### config.mk
export PLATFORM = sky130hd
export DESIGN_NAME = sag_guard
export DESIGN_NICKNAME = d
export VERILOG_FILES = /design/src/sag_zone_check.v /design/src/sag_pwd_check.v /design/src/sag_guard.v
export VERILOG_INCLUDE_DIRS = /design/src /design/src/src
export SDC_FILE = /design/constraint.sdc
export NUM_CORES = 1
export LEC_CHECK = 0
export ABC_AREA = 0
export BUFFER_PORTS_ARGS = -buffer_cell sky130_fd_sc_hd__buf_2
export CORE_AREA = 5 5 155 157
export DETAILED_ROUTE_END_ITERATION = 10
export DIE_AREA = 0 0 160 162
export PLACE_DENSITY = 0.73
export SYNTH_ARGS = -nofsm -noshare
export SYNTH_HDL_FRONTEND = slang
export SYNTH_SLANG_ARGS = --single-unit
### constraint.sdc
create_clock -name clk_sys -period 2.7 [get_ports clk_sys]
set_clock_uncertainty 0.05 [all_clocks]
set_input_delay 0.27 -clock clk_sys [delete_from_list [all_inputs] [get_ports clk_sys]]
set_output_delay 0.27 -clock clk_sys [all_outputs]
set_load 0.05 [all_outputs]
### src/sag_regs.vh
`ifndef SAG_REGS_VH
`define SAG_REGS_VH

// ***************************************************
// nonvolatile code memory map (word addresses)
// ***************************************************
`define SAG_FUSE_ADDR      16'hFF80
`define SAG_DBG_PWD_ADDR   16'hFF82
`define SAG_ZLO_ADDR       16'hFF84
`define SAG_ZHI_ADDR       16'hFF86
`define SAG_ZCTL_ADDR      16'hFF88
`define SAG_VEC_BASE       16'hFFE0
`define SAG_VEC_WORDS      16'h0010
`define SAG_CODE_BASE      16'h4000
`define SAG_CODE_WORDS     16'hC000

// ***************************************************
// stored signatures and fixed values
// ***************************************************
`define SAG_FUSE_PWD       16'hA5A5
`define SAG_FUSE_OFF       16'h5A5A
`define SAG_ZCTL_ARM       16'h00A1
`define SAG_ZCTL_MAPPED    16'h00C3
`define SAG_BLOCK_VAL      16'h3FFF
`define SAG_ERASE_VAL      16'hFFFF

// ***************************************************
// request sources and kinds
// ***************************************************
`define SAG_SRC_CPU        2'h0
`define SAG_SRC_DMA        2'h1
`define SAG_SRC_DBG        2'h2
`define SAG_SRC_BL         2'h3
`define SAG_KIND_READ      2'h0
`define SAG_KIND_WRITE     2'h1
`define SAG_KIND_FETCH     2'h2
`define SAG_KIND_PWD       2'h3

// ***************************************************
// debug port modes
// ***************************************************
`define SAG_DBG_OPEN       2'h0
`define SAG_DBG_PWD        2'h1
`define SAG_DBG_OFF        2'h2

`endif

### src/sag_zone_check.v
// ***************************************************
// secure zone range compare
// ***************************************************
module sag_zone_check #(
   parameter AW = 16
) (
   input  wire [AW-1:0] addr,
   input  wire [AW-1:0] zoneLo,
   input  wire [AW-1:0] zoneHi,
   input  wire          zoneOn,
   output wire          hit
);
   // inclusive bounds; an unmapped zone never hits
   assign hit = zoneOn && (addr >= zoneLo) && (addr <= zoneHi);
endmodule // sag_zone_check

### src/sag_pwd_check.v
`include "sag_regs.vh"

// ***************************************************
// boot loader password word sequencer
// ***************************************************
module sag_pwd_check #(
   parameter AW = 16
) (
   input  wire          clk_sys,
   input  wire          rstn,
   input  wire          step,
   input  wire          match,
   output wire [AW-1:0] idx,
   output wire          last,
   output wire          allOk
);
   reg [AW-1:0] idx_ff;
   reg          bad_ff;

   assign idx   = idx_ff;
   assign last  = (idx_ff == `SAG_VEC_WORDS - 16'h0001);
   // whole table must match; one bad word spoils the set
   assign allOk = !bad_ff && match;

   always @(posedge clk_sys or negedge rstn) begin
      if (!rstn) begin
         idx_ff <= {AW{1'b0}};
         bad_ff <= 1'b0;
      end else if (step) begin
         if (last) begin
            idx_ff <= {AW{1'b0}};
            bad_ff <= 1'b0;
         end else begin
            idx_ff <= idx_ff + {{(AW-1){1'b0}}, 1'b1};
            bad_ff <= bad_ff | !match;
         end
      end
   end
endmodule // sag_pwd_check

### src/sag_guard.v
`include "sag_regs.vh"

// How it works
// - debug port opens freely, needs a password, or is off by fuse signature.
// - with debug off, debug requests are refused; CPU, DMA and boot loader paths still reach memory.
// - boot loader transfers refused until a full password is accepted.
// - boot loader password compared with current interrupt vector table words.
// - wrong boot loader password mass erases the whole code area.
// - stored zone range is mapped at the power cycle after it was armed.
// - once mapped, requested writes to the zone range words are refused; only the mass erase overwrites them.
// - debug, boot loader, DMA and CPU data reads from code outside the zone into the zone are blocked.
// - a call instruction from outside may fetch into the secure zone.
// - zone data reads allowed only while executing code inside the zone.
module sag_guard #(
   parameter AW         = 16,
   parameter DW         = 16,
   parameter [AW-1:0] CODE_WORDS = `SAG_CODE_WORDS
) (
   input  wire          clk_sys,
   input  wire          rstn,
   input  wire          reqValid,
   input  wire [1:0]    reqSrc,
   input  wire [1:0]    reqKind,
   input  wire [AW-1:0] reqAddr,
   input  wire [DW-1:0] reqWdata,
   input  wire [AW-1:0] cpuPc,
   input  wire          cpuCall,
   output reg           busy_ff,
   output reg           rspValid_ff,
   output reg  [DW-1:0] rspData_ff,
   output reg           rspDenied_ff,
   output reg           memReq_ff,
   output reg           memWe_ff,
   output reg  [AW-1:0] memAddr_ff,
   output reg  [DW-1:0] memWdata_ff,
   input  wire [DW-1:0] memRdata,
   output reg  [1:0]    dbgMode_ff,
   output reg           dbgOpen_ff,
   output reg           blOpen_ff,
   output reg           zoneMapped_ff,
   output reg           eraseActive_ff
);

   // ***************************************************
   // states
   // ***************************************************
   localparam [3:0] S_BRD   = 4'h0;
   localparam [3:0] S_BWT   = 4'h1;
   localparam [3:0] S_BCAP  = 4'h2;
   localparam [3:0] S_BMAP  = 4'h3;
   localparam [3:0] S_IDLE  = 4'h4;
   localparam [3:0] S_RWT   = 4'h5;
   localparam [3:0] S_RCAP  = 4'h6;
   localparam [3:0] S_PWT   = 4'h7;
   localparam [3:0] S_PCAP  = 4'h8;
   localparam [3:0] S_ERASE = 4'h9;

   reg [3:0]    state_ff;
   reg [1:0]    bootIdx_ff;
   reg [1:0]    src_ff;
   reg [DW-1:0] wdata_ff;
   reg [AW-1:0] zoneLo_ff;
   reg [AW-1:0] zoneHi_ff;
   reg [DW-1:0] zctl_ff;
   reg [AW-1:0] eraseCnt_ff;

   reg [3:0]    nxt_state;
   reg [1:0]    nxt_bootIdx;
   reg [1:0]    nxt_src;
   reg [DW-1:0] nxt_wdata;
   reg [AW-1:0] nxt_zoneLo;
   reg [AW-1:0] nxt_zoneHi;
   reg [DW-1:0] nxt_zctl;
   reg [AW-1:0] nxt_eraseCnt;
   reg          nxt_rspValid;
   reg [DW-1:0] nxt_rspData;
   reg          nxt_rspDenied;
   reg          nxt_memReq;
   reg          nxt_memWe;
   reg [AW-1:0] nxt_memAddr;
   reg [DW-1:0] nxt_memWdata;
   reg [1:0]    nxt_dbgMode;
   reg          nxt_dbgOpen;
   reg          nxt_blOpen;
   reg          nxt_zoneMapped;

   reg          allow;
   reg [AW-1:0] bootAddr;

   wire          addrInZone;
   wire          pcInZone;
   wire          cfgHit;
   wire          pwStep;
   wire          pwMatch;
   wire [AW-1:0] pwIdx;
   wire          pwLast;
   wire          pwOk;

   // ***************************************************
   // zone and password helpers
   // ***************************************************
   sag_zone_check #(.AW(AW)) u_addr_zone (
      .addr   (reqAddr),
      .zoneLo (zoneLo_ff),
      .zoneHi (zoneHi_ff),
      .zoneOn (zoneMapped_ff),
      .hit    (addrInZone)
   );

   sag_zone_check #(.AW(AW)) u_pc_zone (
      .addr   (cpuPc),
      .zoneLo (zoneLo_ff),
      .zoneHi (zoneHi_ff),
      .zoneOn (zoneMapped_ff),
      .hit    (pcInZone)
   );

   // table words are read from memory each time, so the password tracks
   // whatever vector table is stored right now
   assign pwMatch = (memRdata == wdata_ff);
   assign pwStep  = (state_ff == S_PCAP) && (src_ff == `SAG_SRC_BL);

   sag_pwd_check #(.AW(AW)) u_pwd (
      .clk_sys (clk_sys),
      .rstn    (rstn),
      .step    (pwStep),
      .match   (pwMatch),
      .idx     (pwIdx),
      .last    (pwLast),
      .allOk   (pwOk)
   );

   // range words are frozen once the zone is mapped
   assign cfgHit = zoneMapped_ff &&
                   ((reqAddr == `SAG_ZLO_ADDR) || (reqAddr == `SAG_ZHI_ADDR) ||
                    (reqAddr == `SAG_ZCTL_ADDR));

   // ***************************************************
   // access decision
   // ***************************************************
   always @* begin
      allow = 1'b0;
      case (reqSrc)
         `SAG_SRC_CPU: begin
            // data access only from code running inside the zone
            allow = !addrInZone || pcInZone;
            if (reqKind == `SAG_KIND_FETCH && cpuCall) begin
               allow = 1'b1;
            end
         end
         `SAG_SRC_DMA: begin
            allow = !addrInZone;
         end
         `SAG_SRC_DBG: begin
            allow = (dbgMode_ff == `SAG_DBG_OPEN ||
                     (dbgMode_ff == `SAG_DBG_PWD && dbgOpen_ff)) &&
                    !addrInZone;
         end
         default: begin
            allow = blOpen_ff && !addrInZone;
         end
      endcase
      if (reqKind == `SAG_KIND_WRITE && cfgHit) begin
         allow = 1'b0;
      end
   end

   always @* begin
      case (bootIdx_ff)
         2'h0:    bootAddr = `SAG_FUSE_ADDR;
         2'h1:    bootAddr = `SAG_ZLO_ADDR;
         2'h2:    bootAddr = `SAG_ZHI_ADDR;
         default: bootAddr = `SAG_ZCTL_ADDR;
      endcase
   end

   // ***************************************************
   // sequencer
   // ***************************************************
   always @* begin
      nxt_state      = state_ff;
      nxt_bootIdx    = bootIdx_ff;
      nxt_src        = src_ff;
      nxt_wdata      = wdata_ff;
      nxt_zoneLo     = zoneLo_ff;
      nxt_zoneHi     = zoneHi_ff;
      nxt_zctl       = zctl_ff;
      nxt_eraseCnt   = eraseCnt_ff;
      nxt_rspValid   = 1'b0;
      nxt_rspData    = rspData_ff;
      nxt_rspDenied  = rspDenied_ff;
      nxt_memReq     = 1'b0;
      nxt_memWe      = 1'b0;
      nxt_memAddr    = memAddr_ff;
      nxt_memWdata   = memWdata_ff;
      nxt_dbgMode    = dbgMode_ff;
      nxt_dbgOpen    = dbgOpen_ff;
      nxt_blOpen     = blOpen_ff;
      nxt_zoneMapped = zoneMapped_ff;
      case (state_ff)
         S_BRD: begin
            nxt_memReq  = 1'b1;
            nxt_memAddr = bootAddr;
            nxt_state   = S_BWT;
         end
         S_BWT: begin
            nxt_state = S_BCAP;
         end
         S_BCAP: begin
            case (bootIdx_ff)
               2'h0: begin
                  if (memRdata == `SAG_FUSE_OFF) begin
                     nxt_dbgMode = `SAG_DBG_OFF;
                  end else if (memRdata == `SAG_FUSE_PWD) begin
                     nxt_dbgMode = `SAG_DBG_PWD;
                  end else begin
                     nxt_dbgMode = `SAG_DBG_OPEN;
                  end
               end
               2'h1:    nxt_zoneLo = memRdata[AW-1:0];
               2'h2:    nxt_zoneHi = memRdata[AW-1:0];
               default: nxt_zctl   = memRdata;
            endcase
            nxt_bootIdx = bootIdx_ff + 2'h1;
            nxt_state   = (bootIdx_ff == 2'h3) ? S_BMAP : S_BRD;
         end
         S_BMAP: begin
            // an armed range only takes effect at the next power cycle;
            // the mapped mark is persisted so it cannot be re-armed until a mass erase wipes it
            if (zctl_ff == `SAG_ZCTL_ARM) begin
               nxt_memReq     = 1'b1;
               nxt_memWe      = 1'b1;
               nxt_memAddr    = `SAG_ZCTL_ADDR;
               nxt_memWdata   = `SAG_ZCTL_MAPPED;
               nxt_zoneMapped = 1'b1;
            end else if (zctl_ff == `SAG_ZCTL_MAPPED) begin
               nxt_zoneMapped = 1'b1;
            end
            nxt_state = S_IDLE;
         end
         S_IDLE: begin
            if (reqValid) begin
               nxt_src   = reqSrc;
               nxt_wdata = reqWdata;
               if (reqKind == `SAG_KIND_PWD) begin
                  if (reqSrc == `SAG_SRC_BL) begin
                     nxt_memReq  = 1'b1;
                     nxt_memAddr = `SAG_VEC_BASE + pwIdx;
                     nxt_state   = S_PWT;
                  end else if (reqSrc == `SAG_SRC_DBG &&
                               dbgMode_ff == `SAG_DBG_PWD) begin
                     nxt_memReq  = 1'b1;
                     nxt_memAddr = `SAG_DBG_PWD_ADDR;
                     nxt_state   = S_PWT;
                  end else begin
                     nxt_rspValid  = 1'b1;
                     nxt_rspData   = `SAG_BLOCK_VAL;
                     nxt_rspDenied = 1'b1;
                  end
               end else if (allow) begin
                  nxt_memReq   = 1'b1;
                  nxt_memWe    = (reqKind == `SAG_KIND_WRITE);
                  nxt_memAddr  = reqAddr;
                  nxt_memWdata = reqWdata;
                  if (reqKind == `SAG_KIND_WRITE) begin
                     nxt_rspValid  = 1'b1;
                     nxt_rspData   = {DW{1'b0}};
                     nxt_rspDenied = 1'b0;
                  end else begin
                     nxt_state = S_RWT;
                  end
               end else begin
                  // no memory cycle at all, so nothing can leak or change
                  nxt_rspValid  = 1'b1;
                  nxt_rspData   = `SAG_BLOCK_VAL;
                  nxt_rspDenied = 1'b1;
               end
            end
         end
         S_RWT: begin
            nxt_state = S_RCAP;
         end
         S_RCAP: begin
            nxt_rspValid  = 1'b1;
            nxt_rspData   = memRdata;
            nxt_rspDenied = 1'b0;
            nxt_state     = S_IDLE;
         end
         S_PWT: begin
            nxt_state = S_PCAP;
         end
         S_PCAP: begin
            nxt_rspData = {DW{1'b0}};
            nxt_state   = S_IDLE;
            if (src_ff == `SAG_SRC_DBG) begin
               nxt_dbgOpen   = pwMatch;
               nxt_rspValid  = 1'b1;
               nxt_rspDenied = !pwMatch;
            end else if (pwLast && !pwOk) begin
               nxt_blOpen   = 1'b0;
               nxt_eraseCnt = {AW{1'b0}};
               nxt_state    = S_ERASE;
            end else begin
               nxt_blOpen    = pwLast ? 1'b1 : blOpen_ff;
               nxt_rspValid  = 1'b1;
               nxt_rspDenied = 1'b0;
            end
         end
         S_ERASE: begin
            // one word per cycle; the answer is issued together with the last erase write
            nxt_memReq   = 1'b1;
            nxt_memWe    = 1'b1;
            nxt_memAddr  = `SAG_CODE_BASE + eraseCnt_ff;
            nxt_memWdata = `SAG_ERASE_VAL;
            nxt_eraseCnt = eraseCnt_ff + {{(AW-1){1'b0}}, 1'b1};
            if (eraseCnt_ff == CODE_WORDS - {{(AW-1){1'b0}}, 1'b1}) begin
               nxt_eraseCnt  = {AW{1'b0}};
               nxt_rspValid  = 1'b1;
               nxt_rspData   = `SAG_BLOCK_VAL;
               nxt_rspDenied = 1'b1;
               nxt_state     = S_IDLE;
            end
         end
         default: begin
            nxt_state = S_IDLE;
         end
      endcase
   end

   // ***************************************************
   // registers
   // ***************************************************
   always @(posedge clk_sys or negedge rstn) begin
      if (!rstn) begin
         state_ff       <= S_BRD;
         bootIdx_ff     <= 2'h0;
         src_ff         <= 2'h0;
         wdata_ff       <= {DW{1'b0}};
         zoneLo_ff      <= {AW{1'b0}};
         zoneHi_ff      <= {AW{1'b0}};
         zctl_ff        <= {DW{1'b0}};
         eraseCnt_ff    <= {AW{1'b0}};
         busy_ff        <= 1'b1;
         rspValid_ff    <= 1'b0;
         rspData_ff     <= {DW{1'b0}};
         rspDenied_ff   <= 1'b0;
         memReq_ff      <= 1'b0;
         memWe_ff       <= 1'b0;
         memAddr_ff     <= {AW{1'b0}};
         memWdata_ff    <= {DW{1'b0}};
         // safest until the fuse word is read: debug treated as off
         dbgMode_ff     <= `SAG_DBG_OFF;
         dbgOpen_ff     <= 1'b0;
         blOpen_ff      <= 1'b0;
         zoneMapped_ff  <= 1'b0;
         eraseActive_ff <= 1'b0;
      end else begin
         state_ff       <= nxt_state;
         bootIdx_ff     <= nxt_bootIdx;
         src_ff         <= nxt_src;
         wdata_ff       <= nxt_wdata;
         zoneLo_ff      <= nxt_zoneLo;
         zoneHi_ff      <= nxt_zoneHi;
         zctl_ff        <= nxt_zctl;
         eraseCnt_ff    <= nxt_eraseCnt;
         busy_ff        <= (nxt_state != S_IDLE);
         rspValid_ff    <= nxt_rspValid;
         rspData_ff     <= nxt_rspData;
         rspDenied_ff   <= nxt_rspDenied;
         memReq_ff      <= nxt_memReq;
         memWe_ff       <= nxt_memWe;
         memAddr_ff     <= nxt_memAddr;
         memWdata_ff    <= nxt_memWdata;
         dbgMode_ff     <= nxt_dbgMode;
         dbgOpen_ff     <= nxt_dbgOpen;
         blOpen_ff      <= nxt_blOpen;
         zoneMapped_ff  <= nxt_zoneMapped;
         eraseActive_ff <= (nxt_state == S_ERASE);
      end
   end
endmodule // sag_guard

# ---- After elaboration in Yosys (flattened, before gate mapping)
# Cells that the tools add are included.
dict set report word_totals {
  reg_bits 164
  input_bits 72
  out_inout_bits 59
}
dict set report op_classes {
  add_sub_neg 5
  magnitude_cmp 4
  eq_ne 46
  n_mux 78
  bitwise 3
  n_reduce_logical 47
}
# operator n
set op_table {}
lappend op_table {{16-bit 2-to-1 mux} 21}
lappend op_table {{16-bit case mux with 4 select lines} 2}
lappend op_table {{16-bit == test (second input constant)} 5}
lappend op_table {{16-bit case mux with 3 select lines} 1}
lappend op_table {{4-bit 2-to-1 mux} 9}
lappend op_table {{1-bit 2-to-1 mux} 35}
lappend op_table {{16-bit by 1-bit adder with 16-bit output (second input constant)} 2}
lappend op_table {{16-bit by 8-bit == test with 1-bit output (second input constant)} 2}
lappend op_table {{16-bit greater-or-equal comparator} 2}
lappend op_table {{16-bit <= comparator} 2}
lappend op_table {{16-bit case mux with 2 select lines} 1}
lappend op_table {{4-bit case mux with 8 select lines} 1}
lappend op_table {{15-bit by 16-bit adder with 16-bit output (first input constant)} 1}
lappend op_table {{16-bit adder (first input constant)} 1}
lappend op_table {{16-bit by 15-bit == test with 1-bit output (second input constant)} 1}
lappend op_table {{16-bit == test} 1}
lappend op_table {{16-bit by 4-bit == test with 1-bit output (second input constant)} 1}
lappend op_table {{2-bit == test (second input constant)} 8}
lappend op_table {{4-bit by 3-bit == test with 1-bit output (second input constant)} 4}
lappend op_table {{1-bit logical AND} 14}
lappend op_table {{2-bit AND reduction} 7}
lappend op_table {{4-bit == test (second input constant)} 3}
lappend op_table {{2-bit inequality test (second input constant)} 6}
lappend op_table {{3-bit inequality test (second input constant)} 4}
lappend op_table {{other kinds (26)} 49}

# ---- Depth between registers and ports, before layout
# Gate-level depths: netlist of run 1.
dict set report logic_depth {
  word_depth 13
  depth_mapped 13
  mapped_depth_nobuf 11
}

# ---- Modules after synthesis
# From an unflattened synthesis of run 1, not the netlist that was laid out.
dict set report hier_totals {
  hier_cells 921
  area_unflattened_um2 9606.7
}
# module instances cells_per_inst area_per_inst_um2 seq_area_each_um2
set modules_own_cells {}
lappend modules_own_cells {sag_guard 1 625 7215.7 3681.0}
lappend modules_own_cells {{sag_zone_check at u_pc_zone} 1 109 804.5 0.0}
lappend modules_own_cells {sag_pwd_check 1 74 795.8 425.4}
lappend modules_own_cells {{sag_zone_check at u_addr_zone} 1 113 790.8 0.0}

# ---- Worst setup path before layout of run 1
# Ideal clock, no wire load.
dict set report synth_path {
  path_type {register to register}
  from {register zoneHi_ff[1]}
  to {register rspData_ff[0]}
  setup_ns 0.126
  arrival_ns 2.602
  t_required_ns 2.524
  path_slack_ns -0.078
  path_stages_with_launch 13
  period_less_slack_ns 2.778
  path_cell_list {dfrtp_1 > inv_1 > ha_1 > nor2b_1 > o211ai_1 > a2111oi_1 > a211o_1 > o21a_1 > o32ai_4 > o211ai_2 > and2_4 > buf_6 > o32a_1}
}
dict set report synth_via {
  elab_chain_len 11
}
# item line
set synth_lines {}
lappend synth_lines {{start: declaration} sag_guard.v:63} ;# reg [AW-1:0] zoneHi_ff;
lappend synth_lines {{start signal: assignment} sag_guard.v:340} ;# zoneHi_ff <= {AW{1'b0}};
lappend synth_lines {{start signal: assignment} sag_guard.v:363} ;# zoneHi_ff <= nxt_zoneHi;
lappend synth_lines {{16-bit <= comparator} sag_zone_check.v:14} ;# assign hit = zoneOn && (addr >= zoneLo) && (addr <= zoneHi);
lappend synth_lines {{1-bit logical AND} sag_zone_check.v:14}
lappend synth_lines {{1-bit logical NOT} -}
lappend synth_lines {{1-bit logical OR} sag_guard.v:146} ;# allow = !addrInZone || pcInZone;
lappend synth_lines {{1-bit 2-to-1 mux} sag_guard.v:147} ;# if (reqKind == `SAG_KIND_FETCH && cpuCall) begin
lappend synth_lines {{1-bit case mux with 3 select lines *} sag_guard.v:143} ;# case (reqSrc)
lappend synth_lines {{1-bit 2-to-1 mux *} sag_guard.v:163} ;# if (reqKind == `SAG_KIND_WRITE && cfgHit) begin
lappend synth_lines {{16-bit 2-to-1 mux} sag_guard.v:260} ;# end else if (allow) begin
lappend synth_lines {{16-bit 2-to-1 mux} sag_guard.v:245} ;# if (reqKind == `SAG_KIND_PWD) begin
lappend synth_lines {{16-bit 2-to-1 mux} sag_guard.v:242} ;# if (reqValid) begin
lappend synth_lines {{16-bit case mux with 4 select lines} sag_guard.v:200} ;# case (state_ff)
lappend synth_lines {{end signal: assignment} sag_guard.v:345} ;# rspData_ff <= {DW{1'b0}};
lappend synth_lines {{end signal: assignment} sag_guard.v:368} ;# rspData_ff <= nxt_rspData;
lappend synth_lines {{end: declaration} sag_guard.v:30} ;# output reg [DW-1:0] rspData_ff,
# Mark *: on every way between the ends. The rest lies on a longest branch, timed or not. The select of a mux whose other input is x is not followed.
# A chain may end at the register's enable or synchronous reset.

# ---- Worst setup path after layout of run 1
dict set report layout_path {
  from {register zoneHi_ff[7]}
  to {register memAddr_ff[8]}
}
dict set report layout_via {
  elab_chain_len 9
}
# item line
set layout_lines {}
lappend layout_lines {{16-bit <= comparator} sag_zone_check.v:14}
lappend layout_lines {{1-bit logical AND} sag_zone_check.v:14}
lappend layout_lines {{1-bit logical NOT} -}
lappend layout_lines {{1-bit logical OR} sag_guard.v:146}
lappend layout_lines {{1-bit 2-to-1 mux} sag_guard.v:147}
lappend layout_lines {{1-bit case mux with 3 select lines *} sag_guard.v:143}
lappend layout_lines {{1-bit 2-to-1 mux *} sag_guard.v:163}
lappend layout_lines {{3-bit inequality test (no line) *} -}
lappend layout_lines {{5-bit AND reduction (no line) *} -}
lappend layout_lines {{end signal: assignment} sag_guard.v:349} ;# memAddr_ff <= {AW{1'b0}};
lappend layout_lines {{end signal: assignment} sag_guard.v:372} ;# memAddr_ff <= nxt_memAddr;
lappend layout_lines {{end: declaration} sag_guard.v:34} ;# output reg [AW-1:0] memAddr_ff,
# Mark *: on every way between the ends. The rest lies on a longest branch, timed or not.

==> results of run 1 <==
-- path summary, 6_finish.rpt --
| path | endpoint | cells past startpoint | slack (ps) |
|---|---|---|---|
| min in group asynchronous | zoneLo_ff[9]$_DFFE_PN0P_ | 2 | 260 |
| max in group asynchronous | dbgMode_ff[1]$_DFFE_PN1P_ | 3 | 1480 |
| setup / recovery | memAddr_ff[8]$_DFFE_PN0P_ | 13 | -300 |
| setup reg to reg | memAddr_ff[8]$_DFFE_PN0P_ | 13 | -300 |
| hold reg to reg | rspData_ff[15]$_DFFE_PN0P_ | 2 | 440 |
| hold / removal | memWdata_ff[7]$_DFFE_PN0P_ | 2 | 8 |
-- placed cells by master (no fill, tap or decap), types with 24 or more instances in the layout --
master / Yosys / routed
dfrtp_1: 162 / 161
nor2_1: 62 / 56
nand3_1: 30 / 29
o21ai_0: 60 / 57
inv_1: 58 / 46
ha_1: 75 / 63
a21oi_1: 69 / 64
nand2_1: 96 / 95
buf_4: 2 / 112
nand4_1: 26 / 26
xor2_1: 24 / 24
buf_2: 9 / 129
mux2_2: 68 / 68
-- flip-flops by register name, indices dropped and copies added, names as in the netlist, 2 cells and up --
signal       count
wdata_ff        16
bootIdx_ff       2
rspData_ff      16
memAddr_ff      16
dbgMode_ff       2
eraseCnt_ff     16
memWdata_ff     16
zoneLo_ff       16
state_ff         4
u_pwd.idx       16
src_ff           2
zoneHi_ff       16
zctl_ff         16
-- cells by family after synthesis --
kind of cell | synth area share
compound gates | 0.161
xor+xnor | 0.0335
fa+ha+maj | 0.0944
buf+inv | 0.0458
flops | 0.413
mux | 0.0921
simple gates | 0.160
-- timing repair --
item                                    CTS  global route
hold endpoints to repair                 33             0
pin swaps                                12            38
setup buffers                             8             7
cloned                                    3             2
gates resized for setup                  51            46
hold buffers                              1             0
endpoints found under the setup margin   51            58
-- metal layers --
| layer | part of all wire | global-route usage |
|---|---|---|
| met1 | 0.41 | 0.303 |
| met2 | 0.48 | 0.399 |
| met3 | 0.077 | 0.0500 |
| met4 | 0.036 | 0.0884 |
| met5 | 0 | 0 |
-- where the power goes --
group	switching (W)	total [W]	internal (W)	leakage [nW]
clock	0.00116	0.00257	0.00141	0.301
sequential	0.000784	0.00428	0.00350	1.95
combinational	0.00419	0.00706	0.00287	3.66
-- per-stage QoR --
stage	worst slack, ps	utilization	total power, W	hold WS (ps)	std cells
floorplan	4.19	-	0.00856	-75.6	1022
global route	-396	0.582	0.0147	16.2	1554
global placement	-360	0.521	0.0104	148	1502
detailed placement	-404	0.521	0.0106	151	1502
CTS	-295	0.567	0.0135	11.5	1546
finish	-300	0.582	0.0139	7.70	1555
-- area by class of cell --
type,instances,share of cell area
Multi-Input combinational cell,751,0.450
Sequential cell,164,0.315
Timing Repair Buffer,264,0.143
Clock buffer,17,0.0327
Tap cell,285,0.0274
Inverter,58,0.0167
Clock inverter,15,0.0142
Antenna cell,1,0.000192
==> summary.md, run 1 <==
| Metric | Value |
|---|---|
| Min-delay worst type | `primary input to register` |
| Inserted Clock Buffers | `17` |
| Minimum clock period after layout | `3000 ps` |
| Startpoint Class | `register` |
| Seq/Total Area, Yosys | `0.413` |
| DR pass1 iterations | `7` |
| Largest net degree at the start of global routing | `97` |
| Share of cells above drive strength 1 | `0.356` |
| Die area | `25900 µm²` |
| Crit. End Element | `register` |
| Die X-Extent | `160 µm` |
| Max-slew violations | `0` |
| Cell Pwr Density | `1070 nW/µm²` |
| Crit Path Category | `register to register` |
| Least-Margin Pin Slew | `1180 ps` |
| Setup Viol. Count Final | `51` |
| Reg area | `4110 µm²` |
| Post-synth EDFFs | `0` |
| Largest delay share family, worst path | `compound AO/OA/AOI/OAI gates` |
| Worst-path clk slew | `80 ps` |
| RSZ-0062 raised after global routing | `yes` |
| Critical path launch point | `zoneHi_ff[7]$_DFFE_PN0P_` |
| Area Growth Syn to Fin | `31.1%` |
| CP cell instances | `inv_2, ha_4, a21oi_2, o21ai_2, a221o_1, o31a_1, a31oi_4, o32ai_4, o21ai_4, buf_12, clkbuf_16, nor4b_4, nor3_2` |
| CTS tree | `done` |
| Failing checks | `negative setup slack` |
| First-pass GRT wire length | `48900 µm` |
| Post-Place Cell Area | `11700 µm²` |
| Antenna Nets Post-Route | `0` |
| Root buf cell | `clkbuf_16` |
| DR WL/cell | `20.3 µm` |
| WP data arrival | `3270 ps` |
| CP max FO | `5` |
| Post-Synthesis Cells | `1022` |
| HPWL after detailed placement | `23000 µm` |
| IO Port Bufs | `130` |
| Most frequent cell after synthesis | `dfrtp_1` |
| CP max stage delay | `390 ps` |
| CP bufs+invs | `3` |
| I/O pin count | `131` |
| Setup TNS | `-12260 ps` |
| Remaining global-route overflow | `0` |
| Critical Path RT | `2970 ps` |
| Ranking of synthesized cells by area | `dfrtp_1, ha_1, mux2_2, nand2_1, a21oi_1` |
| Nets | `1403` |
| Synth warnings | `0` |
| CORE AREA | `22400 µm²` |
| Async SR Flop Fraction | `1.00` |
| Syn nets | `1169` |
| Final hold viol count | `0` |
| Leakage | `5.91 nW` |
| Routed via count | `9098` |
| Status | `finished with violations` |
| Antenna violations before repair | `0` |
| Syn Std Cell Area | `9940 µm²` |
| Worst slew margin | `0.215` |
| Fillcell total | `1879` |
| Crit path setup slack, layout | `-300 ps` |
| Final wirelength | `31600 µm` |
| Worst-Skew Late Latency | `450 ps` |
| Ys flop type | `dfrtp_1` |
| Achievable Freq | `0.333 GHz` |
| Worst vdd ir | `0.600 mV` |
| Clock sink count | `164` |
| # DRC | `0` |
| Post-route cell area | `13000 µm²` |
| DR vias/cell | `5.85` |
| Die height | `162 µm` |
| RePlAce Congestion | `0.923` |
| H-tree levels | `4` |
| All-Layer GR Usage | `0.237` |
| Cell at the slowest stage of the critical path | `dfrtp_1` |
| Share of the synthesized area in the top cell type | `0.408` |
| Synth cell count leaders | `dfrtp_1, nand2_1, ha_1, a21oi_1, mux2_2` |
| Min-delay src | `reqWdata[7]` |
| Worst R2R Start | `zoneHi_ff[7]$_DFFE_PN0P_` |
| DR iter-0 viols | `726` |
| Area of the multi-input gates | `5860 µm²` |
| Max clock buf depth | `2` |
| Post-Syn Area per Cell | `9.73 µm²` |
| Post-synth top area cell | `dfrtp_1` |
| Yosys reg bits | `164` |
| Vias in the first global route | `9103` |
| Max Cap Viol | `0` |
| # rows | `55` |
| Final period utilization | `1.11` |
| Yosys cell types | `73` |
| Initial Util | `0.444` |
Power figures use the tool's default switching activity.
==> run 2, diff against run 1 <==
- ABC_CLOCK_PERIOD_IN_PS: default -> 2600
- HOLD_SLACK_MARGIN: default -> 0.1
- clock period: 2.7 -> 2.6 ns (I/O delays scaled with it)
==> run 2 against run 1 <==
Against the previous run:
- the run still ends with negative setup slack left
- design area is 0.38% higher
- critical path depth up 2
- register-to-register slack worse by 120 ps
- largest power group unchanged
- via count decreased by 0.35%
- sequential power grew 3%
- clock power up 5%
- largest cell class unchanged
==> summary.md, run 2 (same netlist as run 1, synthesis figures left out) <==
| Metric | Value |
|---|---|
| Share of cells above drive strength 1 | `0.346` |
| Met2 routed WL | `15300 µm` |
| Critical Path RT | `2890 ps` |
| DR iter-0 viols | `880` |
| Remaining global-route overflow | `0` |
| Setup Viol. Count Final | `64` |
| Root buf cell | `clkbuf_16` |
| Worst vdd ir | `0.568 mV` |
| Worst-Skew Late Latency | `430 ps` |
| Antenna Nets Post-Route | `0` |
| Largest net degree at the start of global routing | `59` |
| I/O pin count | `131` |
| H-tree levels | `4` |
| # DRC | `0` |
| Cell Pwr Density | `1090 nW/µm²` |
| Status | `finished with violations` |
| Max-slew violations | `0` |
| Failing checks | `negative setup slack` |
| Least-Margin Pin Slew | `941 ps` |
| WP data arrival | `3310 ps` |
| Leakage | `5.99 nW` |
| Routed met3 length | `1730 µm` |
| Crit Path Category | `register to register` |
| Final wirelength | `30900 µm` |
| Ant diodes | `0` |
| Max clock buf depth | `2` |
| Fillcell total | `1848` |
| Commonest non-fill, non-tap cell in the layout | `dfrtp_1` |
| CORE AREA | `22400 µm²` |
| Worst-path clk slew | `70 ps` |
| Dpl ws | `-530 ps` |
| # rows | `55` |
| Worst slew margin | `0.373` |
| Minimum clock period after layout | `3020 ps` |
| Final hold viol count | `0` |
| Die height | `162 µm` |
| DR pass1 iterations | `6` |
| First-pass GRT wire length | `48700 µm` |
| Crit path setup slack, layout | `-416 ps` |
| HPWL after detailed placement | `23100 µm` |
| Startpoint Class | `register` |
| CTS tree | `done` |
| Clock sink count | `164` |
| Crit. End Element | `register` |
| Antenna violations before repair | `0` |
| DR WL/cell | `19.6 µm` |
| Inserted Clock Buffers | `17` |
| Initial Util | `0.444` |
| Met1 WL | `13100 µm` |
| Achievable Freq | `0.332 GHz` |
| RePlAce Congestion | `0.905` |
| Final period utilization | `1.16` |
| Die X-Extent | `160 µm` |
| Vias in the first global route | `9129` |
| Util after Layout | `0.585` |
| Top routing layer in use | `met4` |
| Min-delay worst type | `primary input to register` |
| Commonest cells after routing, fill and taps aside | `dfrtp_1, buf_2, buf_4` |
| Area Growth Syn to Fin | `31.6%` |
| IO Port Bufs | `130` |
| RSZ-0062 raised after global routing | `yes` |
| Routed via count | `9066` |
| DR vias/cell | `5.75` |
| Max Cap Viol | `0` |
| All-Layer GR Usage | `0.234` |
| CP max FO | `16` |
| Die area | `25900 µm²` |
| Nets | `1427` |
==> run 2: cell types whose count changed in the layout (fill, tap and decap cells not counted), sizes merged, moves of 2 or more <==
cell,change
clkinv,+2
inv,-3
buf,+8
dlygate4sd3,+17
==> run 2: per-stage QoR <==
step,area [µm²],setup TNS [ps],std cells,total power [W],hold WS [ps]
floorplan,10000,-537,1022,0.00894,-85.6
finish,13100,-18360,1578,0.0143,122
CTS,13000,-13430,1573,0.0141,101
global placement,11800,-16630,1515,0.0109,236
detailed placement,11800,-19230,1515,0.0111,235
global route,13100,-26550,1578,0.0151,108
==> run 2: layout make-up <==
type | count | area, µm² | area share
multi-input cells | 751 | 5730 | 0.438
flip-flops and latches | 164 | 4110 | 0.314
repair buffers | 288 | 2040 | 0.156
clock buffers | 18 | 429 | 0.0328
well taps | 285 | 357 | 0.0273
inverters | 58 | 218 | 0.0166
clock inverters | 14 | 194 | 0.0148
==> run 2: final timing paths <==
check | startpoint | end | slack [ps] | depth (start not counted)
min in group asynchronous | rstn | u_pwd.idx[12]$_DFFE_PN0P_ | 320 | 2
max reg2reg | zoneHi_ff[6]$_DFFE_PN0P_ | memWdata_ff[9]$_DFFE_PN0P_ | -420 | 15
min | reqSrc[0] | src_ff[0]$_DFFE_PN0P_ | 120 | 2
max in group asynchronous | rstn | dbgMode_ff[1]$_DFFE_PN1P_ | 1440 | 3
min reg2reg | rspData_ff[1]$_DFFE_PN0P_ | rspData_ff[1]$_DFFE_PN0P_ | 450 | 1
max | zoneHi_ff[6]$_DFFE_PN0P_ | memWdata_ff[9]$_DFFE_PN0P_ | -420 | 15
==> run 2: repair_timing <==
| action | 4_1_cts | 5_1_grt |
|---|---|---|
| hold endpoints to repair | 79 | 0 |
| pin swaps | 10 | 8 |
| setup endpoints to repair | 64 | 67 |
| hold buffers | 18 | 0 |
| resized for setup | 42 | 39 |
| cloned | 1 | 2 |
| buffers inserted | 7 | 3 |
==> run 2: critical path: stages, from the launching register on <==
cell      delay (ps)
dfrtp_1          390
inv_2             60
buf_6            110
ha_4             260
nand2_4           50
buf_6            110
nor4_4           300
a21boi_2         200
o31a_1           180
a31oi_4           60
buf_6            150
a21boi_4         210
o211ai_4         150
a21oi_4          190
buf_12           180
mux2i_2          250
==> run 2: report_power, final <==
group,total [W],switching (W),internal (W)
clock network,0.00270,0.00115,0.00155
registers,0.00442,0.000787,0.00363
logic,0.00715,0.00429,0.00286
==> run 2: per-layer routing <==
layer  up-vias  GRT usage
met5         -          0
met4         0     0.0634
met3        59     0.0419
met2       338      0.407
met1      4431      0.303
li1       4238          -
==> run 3, diff against run 2 <==
- CORE_AREA: 5 5 155 157 -> 5 5 153 155
- DIE_AREA: 0 0 160 162 -> 0 0 158 160
- PLACE_DENSITY: 0.73 -> 0.72
- SYNTH_HIERARCHICAL: default -> 1
==> run 3 against run 2 <==
Against the previous run:
- the run still ends with negative setup slack left
- synthesized cell count fell by 9.9%
- sequential power shrank 2%
- critical path depth down 1
- global-route usage is 0.29 points lower
- largest cell class unchanged
==> summary.md, run 3 <==
| Metric | Value |
|---|---|
| Status | `finished with violations` |
| Failing checks | `negative setup slack` |
| # DRC | `0` |
| Share of cells above drive strength 1 | `0.386` |
| Worst-Skew Late Latency | `440 ps` |
| Largest net degree at the start of global routing | `63` |
| Root buf cell | `clkbuf_16` |
| Worst R2R Start | `zoneHi_ff[11]$_DFFE_PN0P_` |
| Vias in the first global route | `8575` |
| Critical Path RT | `2870 ps` |
| Die X-Extent | `158 µm` |
| Post-Syn Area per Cell | `10.4 µm²` |
| IO Port Bufs | `130` |
| Die area | `25300 µm²` |
| Share of the synthesized area in the top cell type | `0.422` |
| DR iter-0 viols | `650` |
| DR pass1 iterations | `7` |
| Most frequent cell after synthesis | `dfrtp_1` |
| DR vias/cell | `5.58` |
| Worst slew margin | `0.511` |
| Initial Util | `0.443` |
| Routed via count | `8430` |
| R2R cell count | `14` |
| Setup TNS | `-43560 ps` |
| # rows | `54` |
| Worst vdd ir | `1.12 mV` |
| Tot Pwr | `0.0140 W` |
| Post-synth EDFFs | `0` |
| Worst-path clk slew | `70 ps` |
| CP max FO | `6` |
| Yosys reg bits | `164` |
| Achievable Freq | `0.284 GHz` |
| Ys flop type | `dfrtp_1` |
| Syn nets | `1066` |
| FF-to-FF setup slack | `-920 ps` |
| Commonest cells after routing, fill and taps aside | `dfrtp_1, buf_4, buf_2` |
| Fillcell total | `1728` |
| DR WL/cell | `19.3 µm` |
| Post-Synthesis Cells | `921` |
| Min-delay worst type | `primary input to register` |
| Synth cell count leaders | `dfrtp_1, inv_1, mux2_2, ha_1, nand2_1` |
| H-tree levels | `4` |
| Cells on Worst Hold Path | `2` |
| Crit Path Category | `register to register` |
| Antenna violations before repair | `1` |
| Reg-to-reg endpoint | `memAddr_ff[7]$_DFFE_PN0P_` |
| I/O pin count | `131` |
| Hold endpoint | `src_ff[1]$_DFFE_PN0P_` |
| Seq/Total Area, Yosys | `0.427` |
| Antenna Nets Post-Route | `0` |
| Max-slew violations | `0` |
| Clock sink count | `164` |
| Ranking of synthesized cells by area | `dfrtp_1, mux2_2, ha_1, inv_1, a21oi_1` |
| Nets | `1361` |
| Crit path setup slack, layout | `-922 ps` |
| Die height | `160 µm` |
| Remaining global-route overflow | `0` |
| Min-delay src | `reqSrc[1]` |
| Crit. End Element | `register` |
| Area Growth Syn to Fin | `34.2%` |
| Final wirelength | `29100 µm` |
| Synth warnings | `6` |
| CTS tree | `done` |
| Post-route cell area | `12900 µm²` |
| Yosys cell types | `81` |
| Least-Margin Pin Slew | `730 ps` |
| Syn Std Cell Area | `9610 µm²` |
| HPWL after detailed placement | `21800 µm` |
| Max clock buf depth | `2` |
| Startpoint Class | `register` |
| Post-synth top area cell | `dfrtp_1` |
| Post-Place Cell Area | `11600 µm²` |
| Commonest non-fill, non-tap cell in the layout | `dfrtp_1` |
| WP data arrival | `3790 ps` |
| Final period utilization | `1.35` |
| CORE AREA | `21700 µm²` |
| RSZ-0062 raised after global routing | `yes` |
| RePlAce Congestion | `0.982` |
| Leakage | `6.25 nW` |
| First-pass GRT wire length | `45900 µm` |
| Async SR Flop Fraction | `1.00` |
| Setup Viol. Count Final | `54` |
| Final hold viol count | `0` |
| Inserted Clock Buffers | `17` |
| Minimum clock period after layout | `3520 ps` |
| All-Layer GR Usage | `0.231` |
| Cell Pwr Density | `1090 nW/µm²` |
| Max Cap Viol | `0` |
[run 3: changes by cell type in the layout (fill, tap and decap cells not counted), sizes merged, moves of 7 or more]
cell   change
o32a      -14
buf       +14
inv       +33
nand2     -32
nand3      -8
nor4b      -7
a21o      -13
xnor2     +16
nor2      -24
mux2      +28
o31ai     -12
o21ai     -33
a22oi      +7
[run 3: layout make-up]
class	instances	area, µm²	area share
multi-input combinational	639	5410	0.419
sequential	164	4110	0.318
timing repair buffer	301	2080	0.161
clock buffer	18	429	0.0333
tap	280	350	0.0272
inverter	93	349	0.0271
clock inverter	14	175	0.0136
antenna	1	2.50	0.000194
[run 3: routing by layer]
| layer | GRT usage | wire (µm) | vias to the layer above | part of all wire |
|---|---|---|---|---|
| met3 | 0.0601 | 2760 | 55 | 0.095 |
| met4 | 0.0729 | 839 | 0 | 0.029 |
| li1 | - | - | 3896 | - |
| met2 | 0.365 | 13600 | 361 | 0.47 |
| met1 | 0.312 | 11900 | 4118 | 0.41 |
| met5 | 0 | 0 | - | 0 |
[run 3: stage by stage]
stage	setup slack, ps	utilization	std cells	hold slack [ps]
finish	-922	0.595	1510	148
global route	-1100	0.595	1510	131
CTS	-890	0.586	1508	135
detailed placement	-1110	0.537	1446	246
global placement	-1060	0.537	1446	243
floorplan	-742	-	921	-85.6
[run 3: worst max-delay path by stage]
stage	to	slack, ps	cells after the start	startpoint
after detailed placement	memWdata_ff[11]$_DFFE_PN0P_	-1110	12	reqAddr[11]
after floorplan	memAddr_ff[10]$_DFFE_PN0P_	-740	12	zoneHi_ff[5]$_DFFE_PN0P_
final	memAddr_ff[7]$_DFFE_PN0P_	-920	14	zoneHi_ff[11]$_DFFE_PN0P_
after CTS	rspData_ff[9]$_DFFE_PN0P_	-890	13	zoneHi_ff[9]$_DFFE_PN0P_
after global placement	memWdata_ff[2]$_DFFE_PN0P_	-1060	12	reqAddr[11]
after global routing	rspData_ff[7]$_DFFE_PN0P_	-1100	16	zoneHi_ff[5]$_DFFE_PN0P_
[run 3: where the power goes]
part           internal [W]  switching [W]  total [W]
combinational       0.00310        0.00401    0.00711
sequential          0.00358       0.000733    0.00431
clock               0.00152        0.00109    0.00262
[run 3: worst max-delay path, stage by stage, from the launching register on]
cell	delay, ps
dfrtp_1	380
inv_2	60
ha_4	270
nand4_1	110
or4_4	530
or3_4	340
a22oi_2	230
nand3b_1	160
o211ai_2	110
buf_4	150
o211a_4	170
a311oi_4	220
buf_4	190
clkbuf_16	150
mux2_4	290
[run 3: cell families after synthesis]
family,Yosys count,synth area share
simple gates,238,0.138
compound gates,170,0.115
flops,164,0.427
buf+inv,118,0.0505
mux,110,0.130
fa+ha+maj,73,0.0951
xor+xnor,48,0.0438
[run 3: what timing repair did]
action / 4_1_cts / 5_1_grt
hold endpoints to repair: 82 / 0
setup endpoints to repair: 59 / 68
resized for setup: 36 / 30
buffers inserted: 12 / 6
gates cloned: 1 / 1
pin swaps: 4 / 9
hold buffers: 17 / 0
